File: src/include/ast_pkg.sv
// Constants shared by the asynchronous serial transmitter and its bench.
// Assumes a 100 MHz system clock and a word-wide register port on byte addresses.
package ast_pkg;

   // ==========================================================
   // Clock and timing
   localparam int CLK_PERIOD_NS = 10;
   localparam int INSTR_CYCLE_NS = 40;
   localparam int INSTR_CYCLE_CLKS =
      (INSTR_CYCLE_NS + CLK_PERIOD_NS - 1) / CLK_PERIOD_NS;
   localparam logic [2:0] FLAG_SETTLE_CLKS = 3'(INSTR_CYCLE_CLKS);

   // ==========================================================
   // Register map (byte addresses)
   localparam int ADDR_W = 8;
   localparam int DATA_W = 32;
   localparam logic [7:0] REG_CTRL = 8'h00;
   localparam logic [7:0] REG_BAUD_LO = 8'h04;
   localparam logic [7:0] REG_BAUD_HI = 8'h08;
   localparam logic [7:0] REG_HOLD = 8'h0C;
   localparam logic [7:0] REG_STATUS = 8'h10;

   // ==========================================================
   // Control register fields
   localparam int CTRL_W = 9;
   localparam int CB_TRANSMIT_ON = 0;
   localparam int CB_SYNC_SELECT = 1;
   localparam int CB_SERIAL_PORT_ON = 2;
   localparam int CB_NINE_BITS = 3;
   localparam int CB_NINTH_DATA = 4;
   localparam int CB_POLARITY_INVERT = 5;
   localparam int CB_BAUD_WIDE = 6;
   localparam int CB_TWO_STOP = 7;
   localparam int CB_IRQ_ENABLE = 8;
   localparam logic [8:0] CTRL_RESET = 9'h000;

   // Status register fields
   localparam int SB_EMPTY_FLAG = 0;
   localparam int SB_SHIFT_BUSY = 1;
   localparam int SB_LINE_LEVEL = 2;

   // ==========================================================
   // Frame, line levels and baud register resets
   localparam logic MARK = 1'b1;
   localparam logic SPACE = 1'b0;
   localparam logic [3:0] BITS_EIGHT = 4'h8;
   localparam logic [3:0] BITS_NINE = 4'h9;
   localparam logic [7:0] BAUD_LO_RESET = 8'h00;
   localparam logic [7:0] BAUD_HI_RESET = 8'h00;

   typedef enum logic [1:0] {ST_IDLE, ST_START, ST_DATA, ST_STOP} ast_state_t;

endpackage

File: src/include/ast_baud_if.sv
// Link between the transmitter core and its baud generator.
// Assumes both ends run on the same system clock.
`timescale 1ns/1ps
interface ast_baud_if;
   logic restart;
   logic wide;
   logic [15:0] divisor;
   logic tick;

   // ==========================================================
   // Views
   modport gen (input restart, input wide, input divisor, output tick);
   modport user (output restart, output wide, output divisor, input tick);
endinterface

File: src/logic/ast_tx.sv
// Asynchronous serial transmitter with holding buffer and shift register.
// Assumes one system clock; software drives the plain register port below.
//
// Behaviour
// - Line idles at mark; one is mark, zero is space.
// - Frame is start bit, eight or nine data bits, one or two stops.
// - Start bit is space, every stop bit is mark.
// - Each bit lasts exactly one bit period from the baud setting.
// - Baud generator runs off system clock, 8-bit or 16-bit divisor.
// - Data bits leave least significant bit first.
// - Format and baud setting are shared with the receiver.
// - No hardware parity; software parity rides in the ninth bit.
// - Sends only with transmit on, sync select clear, serial port on.
// - Serial port on enables the unit and drives the pin as output.
// - Turning transmit on sets the buffer empty flag.
// - Buffer write starts sending; empty shifter loads at once.
// - Queued character waits for stop bit, then loads within one cycle.
// - Polarity invert resets to zero; one inverts idle and all bits.
// - Polarity invert acts only in asynchronous operation.
// - Empty flag set when transmit on and buffer free; clear when queued.
// - Empty flag settles in the second instruction cycle after a write.
// - Empty flag is read only and reflects buffer state and the transmit-on bit.
// - Empty flag ignores its interrupt enable, which only gates the request.
//
// Added by the designer: the placing of the registers and strobed register access.
`timescale 1ns/1ps
module ast_tx
(
   // Clock and reset
   input wire logic sys_clk_in,
   input wire logic sys_rst_in,
   // Register port
   input wire logic [7:0] reg_addr_in,
   input wire logic [31:0] reg_wdata_in,
   input wire logic reg_wr_in,
   input wire logic reg_rd_in,
   output logic [31:0] reg_rdata_out,
   // Transmit pin
   output logic tx_pin_out,
   output logic tx_pin_oe_out,
   // Flag and request
   output logic tx_buffer_empty_flag_out,
   output logic tx_irq_req_out,
   // Settings shared with the receiver
   output logic rx_nine_bits_out,
   output logic rx_baud_wide_out,
   output logic [15:0] rx_baud_divisor_out
);

   // ==========================================================
   // Declarations
   logic [8:0] ctrl_q;
   logic [8:0] ctrl_d;
   logic [7:0] baud_lo_q;
   logic [7:0] baud_lo_d;
   logic [7:0] baud_hi_q;
   logic [7:0] baud_hi_d;
   logic [8:0] hold_q;
   logic [8:0] hold_d;
   logic hold_full_q;
   logic hold_full_d;
   logic [31:0] rdata_q;
   logic [31:0] rdata_d;
   ast_pkg::ast_state_t state_q;
   ast_pkg::ast_state_t state_d;
   logic [8:0] shift_q;
   logic [8:0] shift_d;
   logic [3:0] bits_left_q;
   logic [3:0] bits_left_d;
   logic stop_left_q;
   logic stop_left_d;
   logic line_q;
   logic line_d;
   logic flag_q;
   logic flag_d;
   logic [2:0] settle_q;
   logic [2:0] settle_d;
   logic tx_on_prev_q;
   logic enabled;
   logic invert;
   logic load;
   logic raw_bit;
   logic wr_hold;
   logic tx_on_rise;
   logic true_empty;

   ast_baud_if baud_link ();

   // ==========================================================
   // Control decode
   assign enabled = ctrl_q[ast_pkg::CB_TRANSMIT_ON] & ~ctrl_q[ast_pkg::CB_SYNC_SELECT]
      & ctrl_q[ast_pkg::CB_SERIAL_PORT_ON];
   // Inversion only in asynchronous operation; sync mode uses the bit elsewhere
   assign invert = ctrl_q[ast_pkg::CB_POLARITY_INVERT]
      & ~ctrl_q[ast_pkg::CB_SYNC_SELECT];
   assign wr_hold = reg_wr_in && (reg_addr_in == ast_pkg::REG_HOLD);
   assign tx_on_rise = ctrl_q[ast_pkg::CB_TRANSMIT_ON] & ~tx_on_prev_q;
   // Shifter takes the buffer whenever it is enabled and idle and a character waits
   assign load = enabled && (state_q == ast_pkg::ST_IDLE) && hold_full_q;

   // ==========================================================
   // Baud generator, shared divisor and format with the receiver
   assign baud_link.restart = load;
   assign baud_link.wide = ctrl_q[ast_pkg::CB_BAUD_WIDE];
   assign baud_link.divisor = {baud_hi_q, baud_lo_q};

   ast_baud_gen u_baud
   (
      .sys_clk_in (sys_clk_in),
      .sys_rst_in (sys_rst_in),
      .baud (baud_link.gen)
   );

   assign rx_nine_bits_out = ctrl_q[ast_pkg::CB_NINE_BITS];
   assign rx_baud_wide_out = ctrl_q[ast_pkg::CB_BAUD_WIDE];
   assign rx_baud_divisor_out = {baud_hi_q, baud_lo_q};

   // ==========================================================
   // Register writes and reads
   always_comb
   begin
      ctrl_d = ctrl_q;
      baud_lo_d = baud_lo_q;
      baud_hi_d = baud_hi_q;
      rdata_d = 32'h0000_0000;
      if (reg_wr_in)
      begin
         // Status writes fall through: the flag cannot be forced
         unique case (reg_addr_in)
            ast_pkg::REG_CTRL: ctrl_d = reg_wdata_in[8:0];
            ast_pkg::REG_BAUD_LO: baud_lo_d = reg_wdata_in[7:0];
            ast_pkg::REG_BAUD_HI: baud_hi_d = reg_wdata_in[7:0];
            default: ctrl_d = ctrl_q;
         endcase
      end
      if (reg_rd_in)
      begin
         unique case (reg_addr_in)
            ast_pkg::REG_CTRL: rdata_d = {23'h00_0000, ctrl_q};
            ast_pkg::REG_BAUD_LO: rdata_d = {24'h00_0000, baud_lo_q};
            ast_pkg::REG_BAUD_HI: rdata_d = {24'h00_0000, baud_hi_q};
            ast_pkg::REG_STATUS:
            begin
               rdata_d[ast_pkg::SB_EMPTY_FLAG] = flag_q;
               rdata_d[ast_pkg::SB_SHIFT_BUSY] = (state_q != ast_pkg::ST_IDLE);
               rdata_d[ast_pkg::SB_LINE_LEVEL] = line_q;
            end
            default: rdata_d = 32'h0000_0000;
         endcase
      end
   end

   always_ff @(posedge sys_clk_in)
   begin
      if (sys_rst_in)
      begin
         ctrl_q <= ast_pkg::CTRL_RESET;
         baud_lo_q <= ast_pkg::BAUD_LO_RESET;
         baud_hi_q <= ast_pkg::BAUD_HI_RESET;
         rdata_q <= 32'h0000_0000;
         tx_on_prev_q <= 1'b0;
      end
      else
      begin
         ctrl_q <= ctrl_d;
         baud_lo_q <= baud_lo_d;
         baud_hi_q <= baud_hi_d;
         rdata_q <= rdata_d;
         tx_on_prev_q <= ctrl_q[ast_pkg::CB_TRANSMIT_ON];
      end
   end

   assign reg_rdata_out = rdata_q;

   // ==========================================================
   // Holding buffer; ninth bit is captured with the character
   always_comb
   begin
      hold_d = hold_q;
      hold_full_d = hold_full_q;
      if (load)
      begin
         hold_full_d = 1'b0;
      end
      // A write in the load cycle refills the buffer: the new character wins
      if (wr_hold)
      begin
         hold_d = {ctrl_q[ast_pkg::CB_NINTH_DATA], reg_wdata_in[7:0]};
         hold_full_d = 1'b1;
      end
      if (!ctrl_q[ast_pkg::CB_TRANSMIT_ON])
      begin
         hold_full_d = 1'b0;
      end
   end

   always_ff @(posedge sys_clk_in)
   begin
      if (sys_rst_in)
      begin
         hold_q <= 9'h000;
         hold_full_q <= 1'b0;
      end
      else
      begin
         hold_q <= hold_d;
         hold_full_q <= hold_full_d;
      end
   end

   // ==========================================================
   // Frame sequencer: start, data LSB first, stop bits
   always_comb
   begin
      state_d = state_q;
      shift_d = shift_q;
      bits_left_d = bits_left_q;
      stop_left_d = stop_left_q;
      raw_bit = ast_pkg::MARK;
      unique case (state_q)
         ast_pkg::ST_IDLE:
         begin
            if (load)
            begin
               shift_d = hold_q;
               bits_left_d = ctrl_q[ast_pkg::CB_NINE_BITS] ?
                  ast_pkg::BITS_NINE : ast_pkg::BITS_EIGHT;
               stop_left_d = ctrl_q[ast_pkg::CB_TWO_STOP];
               state_d = ast_pkg::ST_START;
            end
         end
         ast_pkg::ST_START:
         begin
            raw_bit = ast_pkg::SPACE;
            if (baud_link.tick)
            begin
               state_d = ast_pkg::ST_DATA;
            end
         end
         ast_pkg::ST_DATA:
         begin
            raw_bit = shift_q[0];
            if (baud_link.tick)
            begin
               shift_d = {1'b0, shift_q[8:1]};
               bits_left_d = bits_left_q - 4'h1;
               if (bits_left_q == 4'h1)
               begin
                  state_d = ast_pkg::ST_STOP;
               end
            end
         end
         ast_pkg::ST_STOP:
         begin
            raw_bit = ast_pkg::MARK;
            if (baud_link.tick)
            begin
               // Idle then reloads at once if a character waits
               if (stop_left_q)
               begin
                  stop_left_d = 1'b0;
               end
               else
               begin
                  state_d = ast_pkg::ST_IDLE;
               end
            end
         end
      endcase
      if (!enabled)
      begin
         state_d = ast_pkg::ST_IDLE;
      end
      line_d = raw_bit ^ invert;
   end

   always_ff @(posedge sys_clk_in)
   begin
      if (sys_rst_in)
      begin
         state_q <= ast_pkg::ST_IDLE;
         shift_q <= 9'h000;
         bits_left_q <= 4'h0;
         stop_left_q <= 1'b0;
         line_q <= ast_pkg::MARK;
      end
      else
      begin
         state_q <= state_d;
         shift_q <= shift_d;
         bits_left_q <= bits_left_d;
         stop_left_q <= stop_left_d;
         line_q <= line_d;
      end
   end

   // Pin drive follows the serial-port-on bit alone
   assign tx_pin_out = line_q;
   assign tx_pin_oe_out = ctrl_q[ast_pkg::CB_SERIAL_PORT_ON];

   // ==========================================================
   // Buffer-empty flag; frozen briefly after a write, so early polls are stale
   assign true_empty = ctrl_q[ast_pkg::CB_TRANSMIT_ON] & ~hold_full_q;

   always_comb
   begin
      settle_d = (settle_q != 3'h0) ? settle_q - 3'h1 : 3'h0;
      flag_d = true_empty;
      if (wr_hold)
      begin
         settle_d = ast_pkg::FLAG_SETTLE_CLKS;
      end
      if (settle_q != 3'h0)
      begin
         flag_d = flag_q;
      end
      if (tx_on_rise)
      begin
         flag_d = 1'b1;
      end
   end

   always_ff @(posedge sys_clk_in)
   begin
      if (sys_rst_in)
      begin
         flag_q <= 1'b0;
         settle_q <= 3'h0;
      end
      else
      begin
         flag_q <= flag_d;
         settle_q <= settle_d;
      end
   end

   assign tx_buffer_empty_flag_out = flag_q;
   assign tx_irq_req_out = flag_q & ctrl_q[ast_pkg::CB_IRQ_ENABLE];

   // ==========================================================
   // Checks
   logic [15:0] period_q;
   logic [15:0] limit_w;
   logic [15:0] limit_prev_q;
   logic period_ok_q;

   assign limit_w = ctrl_q[ast_pkg::CB_BAUD_WIDE] ?
      {baud_hi_q, baud_lo_q} : {8'h00, baud_lo_q};

   always_ff @(posedge sys_clk_in)
   begin
      if (sys_rst_in || load || baud_link.tick)
      begin
         period_q <= 16'h0000;
      end
      else
      begin
         period_q <= period_q + 16'h0001;
      end
   end

   // Period is known only once a tick or a load has lined the counter up with the setting
   always_ff @(posedge sys_clk_in)
   begin
      if (sys_rst_in)
      begin
         limit_prev_q <= 16'h0000;
         period_ok_q <= 1'b0;
      end
      else
      begin
         limit_prev_q <= limit_w;
         if (limit_w != limit_prev_q)
         begin
            period_ok_q <= 1'b0;
         end
         else if (load || baud_link.tick)
         begin
            period_ok_q <= 1'b1;
         end
      end
   end
endmodule

File: src/logic/ast_baud_gen.sv
// Baud generator: one tick every divisor+1 system clocks, 8-bit or 16-bit divisor.
// Assumes the core pulses restart on the cycle a frame is loaded.
`timescale 1ns/1ps
module ast_baud_gen
(
   // Clock and reset
   input wire logic sys_clk_in,
   input wire logic sys_rst_in,
   // Core side
   ast_baud_if.gen baud
);

   logic [15:0] cnt_q;
   logic [15:0] cnt_d;
   logic [15:0] limit;
   logic tick_q;
   logic tick_d;

   // ==========================================================
   // Divider; narrow mode ignores the high byte
   always_comb
   begin
      limit = baud.wide ? baud.divisor : {8'h00, baud.divisor[7:0]};
      tick_d = 1'b0;
      cnt_d = cnt_q + 16'h0001;
      if (baud.restart)
      begin
         // Restart is the first clock of the start bit, or that bit runs one clock long
         cnt_d = (limit == 16'h0000) ? 16'h0000 : 16'h0001;
         tick_d = (limit == 16'h0000);
      end
      else if (cnt_q >= limit)
      begin
         cnt_d = 16'h0000;
         tick_d = 1'b1;
      end
   end

   always_ff @(posedge sys_clk_in)
   begin
      if (sys_rst_in)
      begin
         cnt_q <= 16'h0000;
         tick_q <= 1'b0;
      end
      else
      begin
         cnt_q <= cnt_d;
         tick_q <= tick_d;
      end
   end

   // Registered tick lags the count by one, which keeps the period exact
   assign baud.tick = tick_q;

endmodule

File: config.mk
export PLATFORM = sky130hd
export DESIGN_NAME = ast_tx
export DESIGN_NICKNAME = d
export VERILOG_FILES = /design/src/include/ast_pkg.sv /design/src/include/ast_baud_if.sv /design/src/logic/ast_tx.sv /design/src/logic/ast_baud_gen.sv
export SDC_FILE = /design/constraint.sdc
export NUM_CORES = 1
export LEC_CHECK = 0
export ABC_CLOCK_PERIOD_IN_PS = 3550
export BUFFER_PORTS_ARGS = -buffer_cell sky130_fd_sc_hd__buf_2
export CAP_MARGIN = 20
export CELL_PAD_IN_SITES_DETAIL_PLACEMENT = 0
export CELL_PAD_IN_SITES_GLOBAL_PLACEMENT = 1
export CORE_MARGIN = 10
export CORE_UTILIZATION = 40
export CTS_CLUSTER_DIAMETER = 60
export DETAILED_ROUTE_END_ITERATION = 8
export MAX_ROUTING_LAYER = met4
export PLACE_DENSITY_LB_ADDON = 0.05
export SLEW_MARGIN = 20
export SYNTH_ARGS = -nofsm -noshare
export SYNTH_HDL_FRONTEND = slang
export SYNTH_SLANG_ARGS = --single-unit
export TNS_END_PERCENT = 20
File: constraint.sdc
create_clock -name sys_clk_in -period 3.55 [get_ports sys_clk_in]
set_clock_uncertainty 0.1 [all_clocks]
set_input_delay 0.5325 -clock sys_clk_in [delete_from_list [all_inputs] [get_ports sys_clk_in]]
set_output_delay 0.5325 -clock sys_clk_in [all_outputs]
set_load 0.01 [all_outputs]
# Word level (Yosys, flattened, before mapping)
# Index checks and enable logic that the tools add are counted.
# totals
register_bits	106
elab_cells	103
# classes
add_sub_neg	3
n_lt_le_gt_ge	1
eq_ne	15
n_mux	32
n_bitwise	14
reduce_logical	21
# ops
op	count
16-bit 2-to-1 mux	3
9-bit 2-to-1 mux	2
6-bit one-hot mux with 3 select lines	1
9-bit one-hot mux with 2 select lines	1
16-bit by 1-bit adder with 16-bit output (second input constant)	1
8-bit by 4-bit == test with 1-bit output (second input constant)	2
16-bit >= comparator	1
16-bit zero test	1
2-bit 2-to-1 mux	6
3-bit one-hot mux with 4 select lines	1
1-bit 2-to-1 mux	10
8-bit by 3-bit == test with 1-bit output (second input constant)	1
8-bit by 5-bit == test with 1-bit output (second input constant)	1
8-bit zero test	1
4-bit 2-to-1 mux	2
2-bit inequality test (second input constant)	4
2-bit one-hot mux with 4 select lines	1
4-bit one-hot mux with 2 select lines	1
2-bit nonzero test	4
1-bit inverter	7
1-bit AND	6
3-bit 2-to-1 mux	2
2-bit by 1-bit inequality test with 1-bit output (second input constant)	3
2-bit AND reduction	3
other kinds (14)	21

# Longest topological paths before layout
# Gate-level depths: netlist of run 1.
# logic_depth
ltp_word	7
mapped_depth	9
depth_no_buf	7

# Cells and area by module
# From an unflattened synthesis of run 1, not the netlist that was laid out.
# hier_totals
cells_unflattened	475
hier_area_um2	4360.4
# by_module_without_submodules
module	instances	cells_per_inst	area_each_um2
ast_tx	1	332	3121.7
ast_baud_gen	1	143	1238.7

# Worst setup path before layout of run 1
# OpenSTA, ideal clock, no wires.
# synth_path
path_type	reg2reg
from	register ctrl_q[6]
to	register u_baud.cnt_q[10]
setup_ps	117
t_arrival_ps	2349
required_ps	3333
path_slack_ps	983
stages_incl_launch_ff	10
path_buffers	2
cell_sequence	dfxtp_1 clkbuf_1 nand2_1 ha_1 nand4_1 or3_1 a2111o_1 nand4_1 buf_2 nor2_1
# synth_between
elab_chain_len	4
# synth_lines
element	line_no	text
from (decl)	ast_tx.sv:52	logic [8:0] ctrl_q;
from (signal assigned)	ast_tx.sv:157	ctrl_q <= ast_pkg::CTRL_RESET;
from (signal assigned)	ast_tx.sv:165	ctrl_q <= ctrl_d;
16-bit 2-to-1 mux	n/a	
16-bit >= comparator	ast_baud_gen.sv:32	else if (cnt_q >= limit)
16-bit 2-to-1 mux	ast_baud_gen.sv:32	
16-bit 2-to-1 mux	ast_baud_gen.sv:26	if (baud.restart)
to (signal assigned)	ast_baud_gen.sv:48	cnt_q <= cnt_d;
to (decl)	ast_baud_gen.sv:13	logic [15:0] cnt_q;
# No other way between the ends.
# A chain may end at the register's enable or synchronous reset.

# Worst setup path in the final report of run 1
# layout_path
from	register ctrl_q[6]
to	register u_baud.cnt_q[15]
# The elaborated chain is that of the path after synthesis.

==> flow_summary.yaml, run 1 <==
status:
  outcome: "finished, final reports clean"
setup_path:
  cp_num_buf_inv: 0
  reg2reg_slack_ns: 0.74
  crit_type: "reg -> reg"
  rr_startpoint: "ctrl_q[6]$_SDFFE_PP0P_"
  startpoint_type: "register"
  worstPathRequired_ns: 3.67
  critPathMaxStageDelay_ns: 0.56
  crit_family: "simple AND/OR/NAND/NOR gates"
  cp_max_fo: 15
  crit_arrival_ns: 2.93
  cpMostUsedCell: "nand4_1"
  end_kind: "register"
  path_cells: "nand2_1 -> ha_1 -> nand4_1 -> or3_1 -> a2111o_1 -> nand4_1 -> nor2_1"
  critPathLaunch: "ctrl_q[6]$_SDFFE_PP0P_"
  slowest_stage: "dfxtp_1"
drt:
  drt_iter0_drc: 216
  routedWlPerCell_um: 16.3
  first_pass_iters: 4
  drc_errors: 0
  antenna_left: 0
  drt_wl_total_mm: 10.6
  vias: 3253
  viasPerCell: 4.97
floorplan:
  die_w_um: 123
  initial_utilization_pct: 40.9
  rows: 37
  die_area_sq_um: 15100
  die_y_um: 123
  ios: 98
  coreArea_sq_um: 10300
logic_synthesis:
  synth-seq-cells: 83
  syn_avg_cell_area_sq_um: 9.03
  synth_top_cell_by_area: "dfxtp_1"
  synthDistinctLibCells: 48
  async_reset_ff_share_pct: 0
  synth_area_leaders: "dfxtp_1 (39%), mux2i_1 (11%), ha_1 (8.0%), nor2_1 (6.9%), buf_4 (4.1%)"
  netlist_area_sq_um: 4220
  ys_seq_area_share_pct: 39.4
  synth_common_cells: "dfxtp_1 (83), nor2_1 (78), mux2i_1 (47), nand2_1 (28), ha_1 (27)"
  synth.yosys.warnings: 0
  synth-main-ff-cell: "dfxtp_1"
  synth_edf_count: 0
  yosysMostFrequentCell: "dfxtp_1"
  syn_inst: 467
  synth_top_cell_area_share_pct: 39.4
cts:
  cts_resized: 0
  cts_tree: "built"
  clockRootBuffer: "clkbuf_8"
  cts_buffer_depth: 2
  cts_hold_buffers: 0
  clk_latency_ns: 0.36
  htreeDepth: 3
  clkTransAtPathRegs_ns: 0.09
  cts_sinks: 83
  cts_buffers: 9
  post_cts_buffers: 0
global_route:
  grt_max_degree: 40
  grt_pass1_vias: 3048
  grt_use_total_pct: 14.3
  use_met3_pct: 2.80
  grt.busiest_layer: "met1"
  grt_first_pass_wirelength_mm: 16.5
  grt_use_met1_pct: 20.0
  grt-ovfl-total: 0
  globalRouteMet2Util_pct: 19.5
  antenna_found_initial: 0
power:
  powerDensity_nw_per_um2: 364
  ir_worst_vdd_mv: 0.165
  p_leak_uw: 0.00190
finish:
  ff_latch_area_sq_um: 1660
  finalCoreUtilization_pct: 45.4
  drive_gt1_share_pct: 15.4
  finalNonFillerCells: 654
  antenna_cells: 0
  multi_input_area_sq_um: 2290
  fill_cells: 1064
  finalNetCount: 584
  area_growth_pct: 11.1
placed_design:
  place_inst: 638
  io_buffers: 51
  gp_congestion: 0.804
  hpwl_mm: 7.91
  pre_cts_slack_ns: 0.726
sta:
  rsz0062_at_grt: "false"
  worst-slew-pin-transition_ns: 0.765
  finalSetupViolCount: 0
  fin_crit_sh_pct: 79.1
  max_slew_margin_pct: 48.6
  post-route-min-period_ns: 2.81
  hold_slack_ns: 0.304
  hold_viol: 0
  fmax_mhz: 356
  maxSlewViolCount: 0
  fin_tns_setup_ns: 0
  layout_setup_ws_ns: 0.741
min_path:
  hp-class: "in -> reg"
  hold_start: "reg_wdata_in[8]"
flow_run:
  drv_cap: 0
-- state kept, by name, summed over array words and instances (netlist names) --
register	flops
settle_q	3
stop_left_q	1
tx_buffer_empty_flag_out	1
reg_rdata_out	9
shift_q	9
baud_lo_q	8
state_q	2
hold_q	9
u_baud.baud.tick	1
bits_left_q	4
hold_full_q	1
tx_pin_out	1
ctrl_q	9
baud_hi_q	8
tx_on_prev_q	1
u_baud.cnt_q	16
-- final timing paths --
path         cells after the start                          end
min reg2reg                      1       settle_q[0]$_SDFF_PP0_
min                              3       ctrl_q[8]$_SDFFE_PP0P_
max                              7  u_baud.cnt_q[15]$_SDFF_PP0_
max reg2reg                      7  u_baud.cnt_q[15]$_SDFF_PP0_
-- layout by cell type (no fill, tap or decap), types with 3 or more instances in the layout --
cell,n
xor2_1,7
and2_1,3
xnor2_1,8
inv_1,25
nor3_1,8
nand2_1,28
a211oi_1,10
nand3_1,8
a22oi_1,11
o21ai_0,16
ha_1,27
nor2_1,77
buf_4,3
nand4_1,5
mux2i_1,47
mux2_2,6
nand3b_1,6
buf_2,51
clkbuf_8,9
a21oi_1,8
nor4_1,5
dfxtp_1,83
conb_1,23
and3_1,6
nor2b_1,5
-- logic make-up after synthesis --
kind of cell | Yosys count | synth area share (%)
buf+inv | 66 | 8.36
compound gates | 55 | 8.60
other cells | 1 | 0.0889
flops | 83 | 39.4
xor+xnor | 15 | 3.11
mux | 53 | 12.8
simple gates | 166 | 19.5
fa+ha+maj | 28 | 8.24
-- final cells by class --
class                      instances  share of cell area (%)
inverter                          25                    2.00
clock buffer                      10                    2.72
tap                              136                    3.63
clock inverter                     6                    1.39
timing repair buffer              54                    5.93
multi-input combinational        340                    48.9
sequential                        83                    35.5
-- where the power goes --
part | switching (uW) | internal, uW
Sequential | 3.16 | 934
Clock | 362 | 327
Combinational | 55.1 | 23.1
Total | 421 | 1280
-- worst reg2reg max path: stages, from the launching register on --
cell,delay (ns)
dfxtp_1,0.56
nand2_1,0.11
ha_1,0.31
nand4_1,0.18
or3_1,0.41
a2111o_1,0.44
nand4_1,0.47
nor2_1,0.11
-- per-layer routing --
metal / share of wire (%) / wire length (um)
met5: 0 / 0
met4: 1.4 / 148
met3: 6.1 / 644
met2: 40 / 4200
met1: 53 / 5640
-- through the flow --
stage / total power (uW) / instance area (sq um)
floorplan: 1030 / 4300
global placement: 1040 / 4490
detailed placement: 1040 / 4490
CTS: 1720 / 4690
global route: 1760 / 4690
finish: 1700 / 4690
Power figures use the tool's default switching activity.
==> inputs of run 2 (changes only) <==
--- a/config.mk
+++ b/config.mk
@@ -5,13 +5,13 @@
 export SDC_FILE = /design/constraint.sdc
 export NUM_CORES = 1
 export LEC_CHECK = 0
-export ABC_CLOCK_PERIOD_IN_PS = 3550
+export ABC_CLOCK_PERIOD_IN_PS = 2370
 export BUFFER_PORTS_ARGS = -buffer_cell sky130_fd_sc_hd__buf_2
 export CAP_MARGIN = 20
 export CELL_PAD_IN_SITES_DETAIL_PLACEMENT = 0
 export CELL_PAD_IN_SITES_GLOBAL_PLACEMENT = 1
 export CORE_MARGIN = 10
-export CORE_UTILIZATION = 40
+export CORE_UTILIZATION = 36
 export CTS_CLUSTER_DIAMETER = 60
 export DETAILED_ROUTE_END_ITERATION = 8
 export MAX_ROUTING_LAYER = met4
==> constraint.sdc (replaced) <==
create_clock -name sys_clk_in -period 2.37 [get_ports sys_clk_in]
set_clock_uncertainty 0.1 [all_clocks]
set_input_delay 0.3555 -clock sys_clk_in [delete_from_list [all_inputs] [get_ports sys_clk_in]]
set_output_delay 0.3555 -clock sys_clk_in [all_outputs]
set_load 0.01 [all_outputs]
==> run 2 against run 1 <==
Against the previous run:
- core utilization fell by 0.36 points
- register-to-register slack lost 0.62 ns
- via count is 6.1% higher
- clock power increased by 120%
- design area up 10%
- clock-buffer cell count increased by 2
- sequential share of layout area decreased by 3.2 points
- final cell count up 6.1%
- first-iteration DRC count down 19%
- total power up 80%
- sequential power up 50%
- highest routed layer unchanged
==> flow_summary.yaml, run 2 (synthesis results as in run 1) <==
finish:
  finalNetCount: 617
  top_register: "u_baud.cnt_q"
  finalCoreUtilization_pct: 45.0
  area_growth_pct: 22.4
  final_common_cell: "dfxtp_1"
  final_cell_area_sq_um: 5160
  antenna_cells: 0
  multi_input_area_sq_um: 2300
  drive_gt1_share_pct: 20.7
  final_cell_mix: "dfxtp_1 (82), nor2_1 (78), buf_2 (51), mux2i_1 (47), buf_4 (30)"
  largest_reg_flops: 16
  fill_cells: 1152
  ff_latch_area_sq_um: 1670
  finalNonFillerCells: 694
power:
  powerDensity_nw_per_um2: 594
  p_leak_uw: 0.00216
  ir_worst_vdd_mv: 0.386
  finalPower_uw: 3070
drt:
  drt_wl_total_mm: 11.4
  vias: 3452
  drc_errors: 0
  antenna_left: 0
  routedWlPerCell_um: 16.4
  drt_iter0_drc: 175
  first_pass_iters: 4
  viasPerCell: 4.97
floorplan:
  die_area_sq_um: 16400
  rows: 39
  ios: 98
  coreArea_sq_um: 11500
  die_y_um: 128
  initial_utilization_pct: 36.8
  die_w_um: 128
setup_path:
  startpoint_type: "register"
  end_kind: "register"
  crit_arrival_ns: 2.39
  crit_type: "reg -> reg"
  cp_max_fo: 7
  worstPathRequired_ns: 2.50
status:
  outcome: "finished, final reports clean"
global_route:
  grt_pass1_vias: 3405
  grt_first_pass_wirelength_mm: 18.1
  grt_max_degree: 24
  grt_use_total_pct: 14.3
  grt-ovfl-total: 0
  antenna_found_initial: 0
sta:
  hold_viol: 0
  fmax_mhz: 444
  finalSetupViolCount: 0
  hold_slack_ns: 0.162
  maxSlewViolCount: 0
  post-route-min-period_ns: 2.25
  worst-slew-pin-transition_ns: 0.557
  max_slew_margin_pct: 62.6
  fin_crit_sh_pct: 95.1
cts:
  htreeDepth: 3
  clockRootBuffer: "clkbuf_16"
  cts_buffer_depth: 2
  cts_tree: "built"
  clkTransAtPathRegs_ns: 0.06
  clk_latency_ns: 0.34
  cts_buffers: 9
  cts_hold_buffers: 0
  cts_sinks: 83
placed_design:
  gp_congestion: 0.819
  place_inst: 674
  io_buffers: 51
  dpl-instance-area_sq_um: 4770
  hpwl_mm: 8.68
flow_run:
  drv_cap: 0
min_path:
  hp-class: "in -> reg"
-- run 2: final cells by class --
type | count | share of cell area (%)
flip-flops and latches | 83 | 32.3
inverters | 25 | 1.82
repair buffers | 87 | 11.6
clock inverters | 4 | 1.41
well taps | 143 | 3.46
clock buffers | 12 | 4.97
multi-input cells | 340 | 44.5
-- run 2: worst paths after layout --
kind                               start                    endpoint  slack [ns]  cells after the start
setup / recovery  ctrl_q[6]$_SDFFE_PP0P_  u_baud.cnt_q[2]$_SDFF_PP0_        0.12                      9
hold / removal           reg_wdata_in[8]      ctrl_q[8]$_SDFFE_PP0P_        0.16                      3
setup reg to reg  ctrl_q[6]$_SDFFE_PP0P_  u_baud.cnt_q[2]$_SDFF_PP0_        0.12                      9
hold reg to reg   settle_q[0]$_SDFF_PP0_      settle_q[0]$_SDFF_PP0_        0.32                      1
-- run 2: stage by stage --
stage	worst slack [ns]	TNS, ns
finish	0.116	0
global route	-0.00107	-0.00107
CTS	0.0238	0
detailed placement	-0.00775	-0.0150
global placement	0.00174	0
floorplan	0.0455	0
-- run 2: worst max-delay path, stage by stage, from the launching register on --
cell and delay [ns]:
dfxtp_4 0.37, buf_6 0.11, nand2_1 0.06, ha_1 0.29, nand4_1 0.13, or3_1 0.33, a2111o_1 0.31, nand4_1 0.19
clkbuf_16 0.20, nor2_1 0.04
-- run 2: per-layer routing --
metal,track usage [%],up-vias,share of wire (%)
li1,-,1720,-
met1,20.3,1616,52
met2,18.6,99,39
met3,2.81,17,6.0
met4,7.02,0,2.3
met5,-,-,0
-- run 2: what timing repair did --
item / CTS / global route
setup buffers: 0 / 3
gates cloned: 0 / 1
endpoints found under the setup margin: 15 / 15
hold endpoints to repair: 0 / 0
gates resized for setup: 1 / 4
pin swaps: 0 / 4
-- run 2: report_power, final --
part           internal, uW  leakage, uW  switching [uW]  total (uW)
logic                  37.7      0.00133            82.1         120
clock network           979     0.000159             564        1540
registers              1400     0.000670            4.92        1410
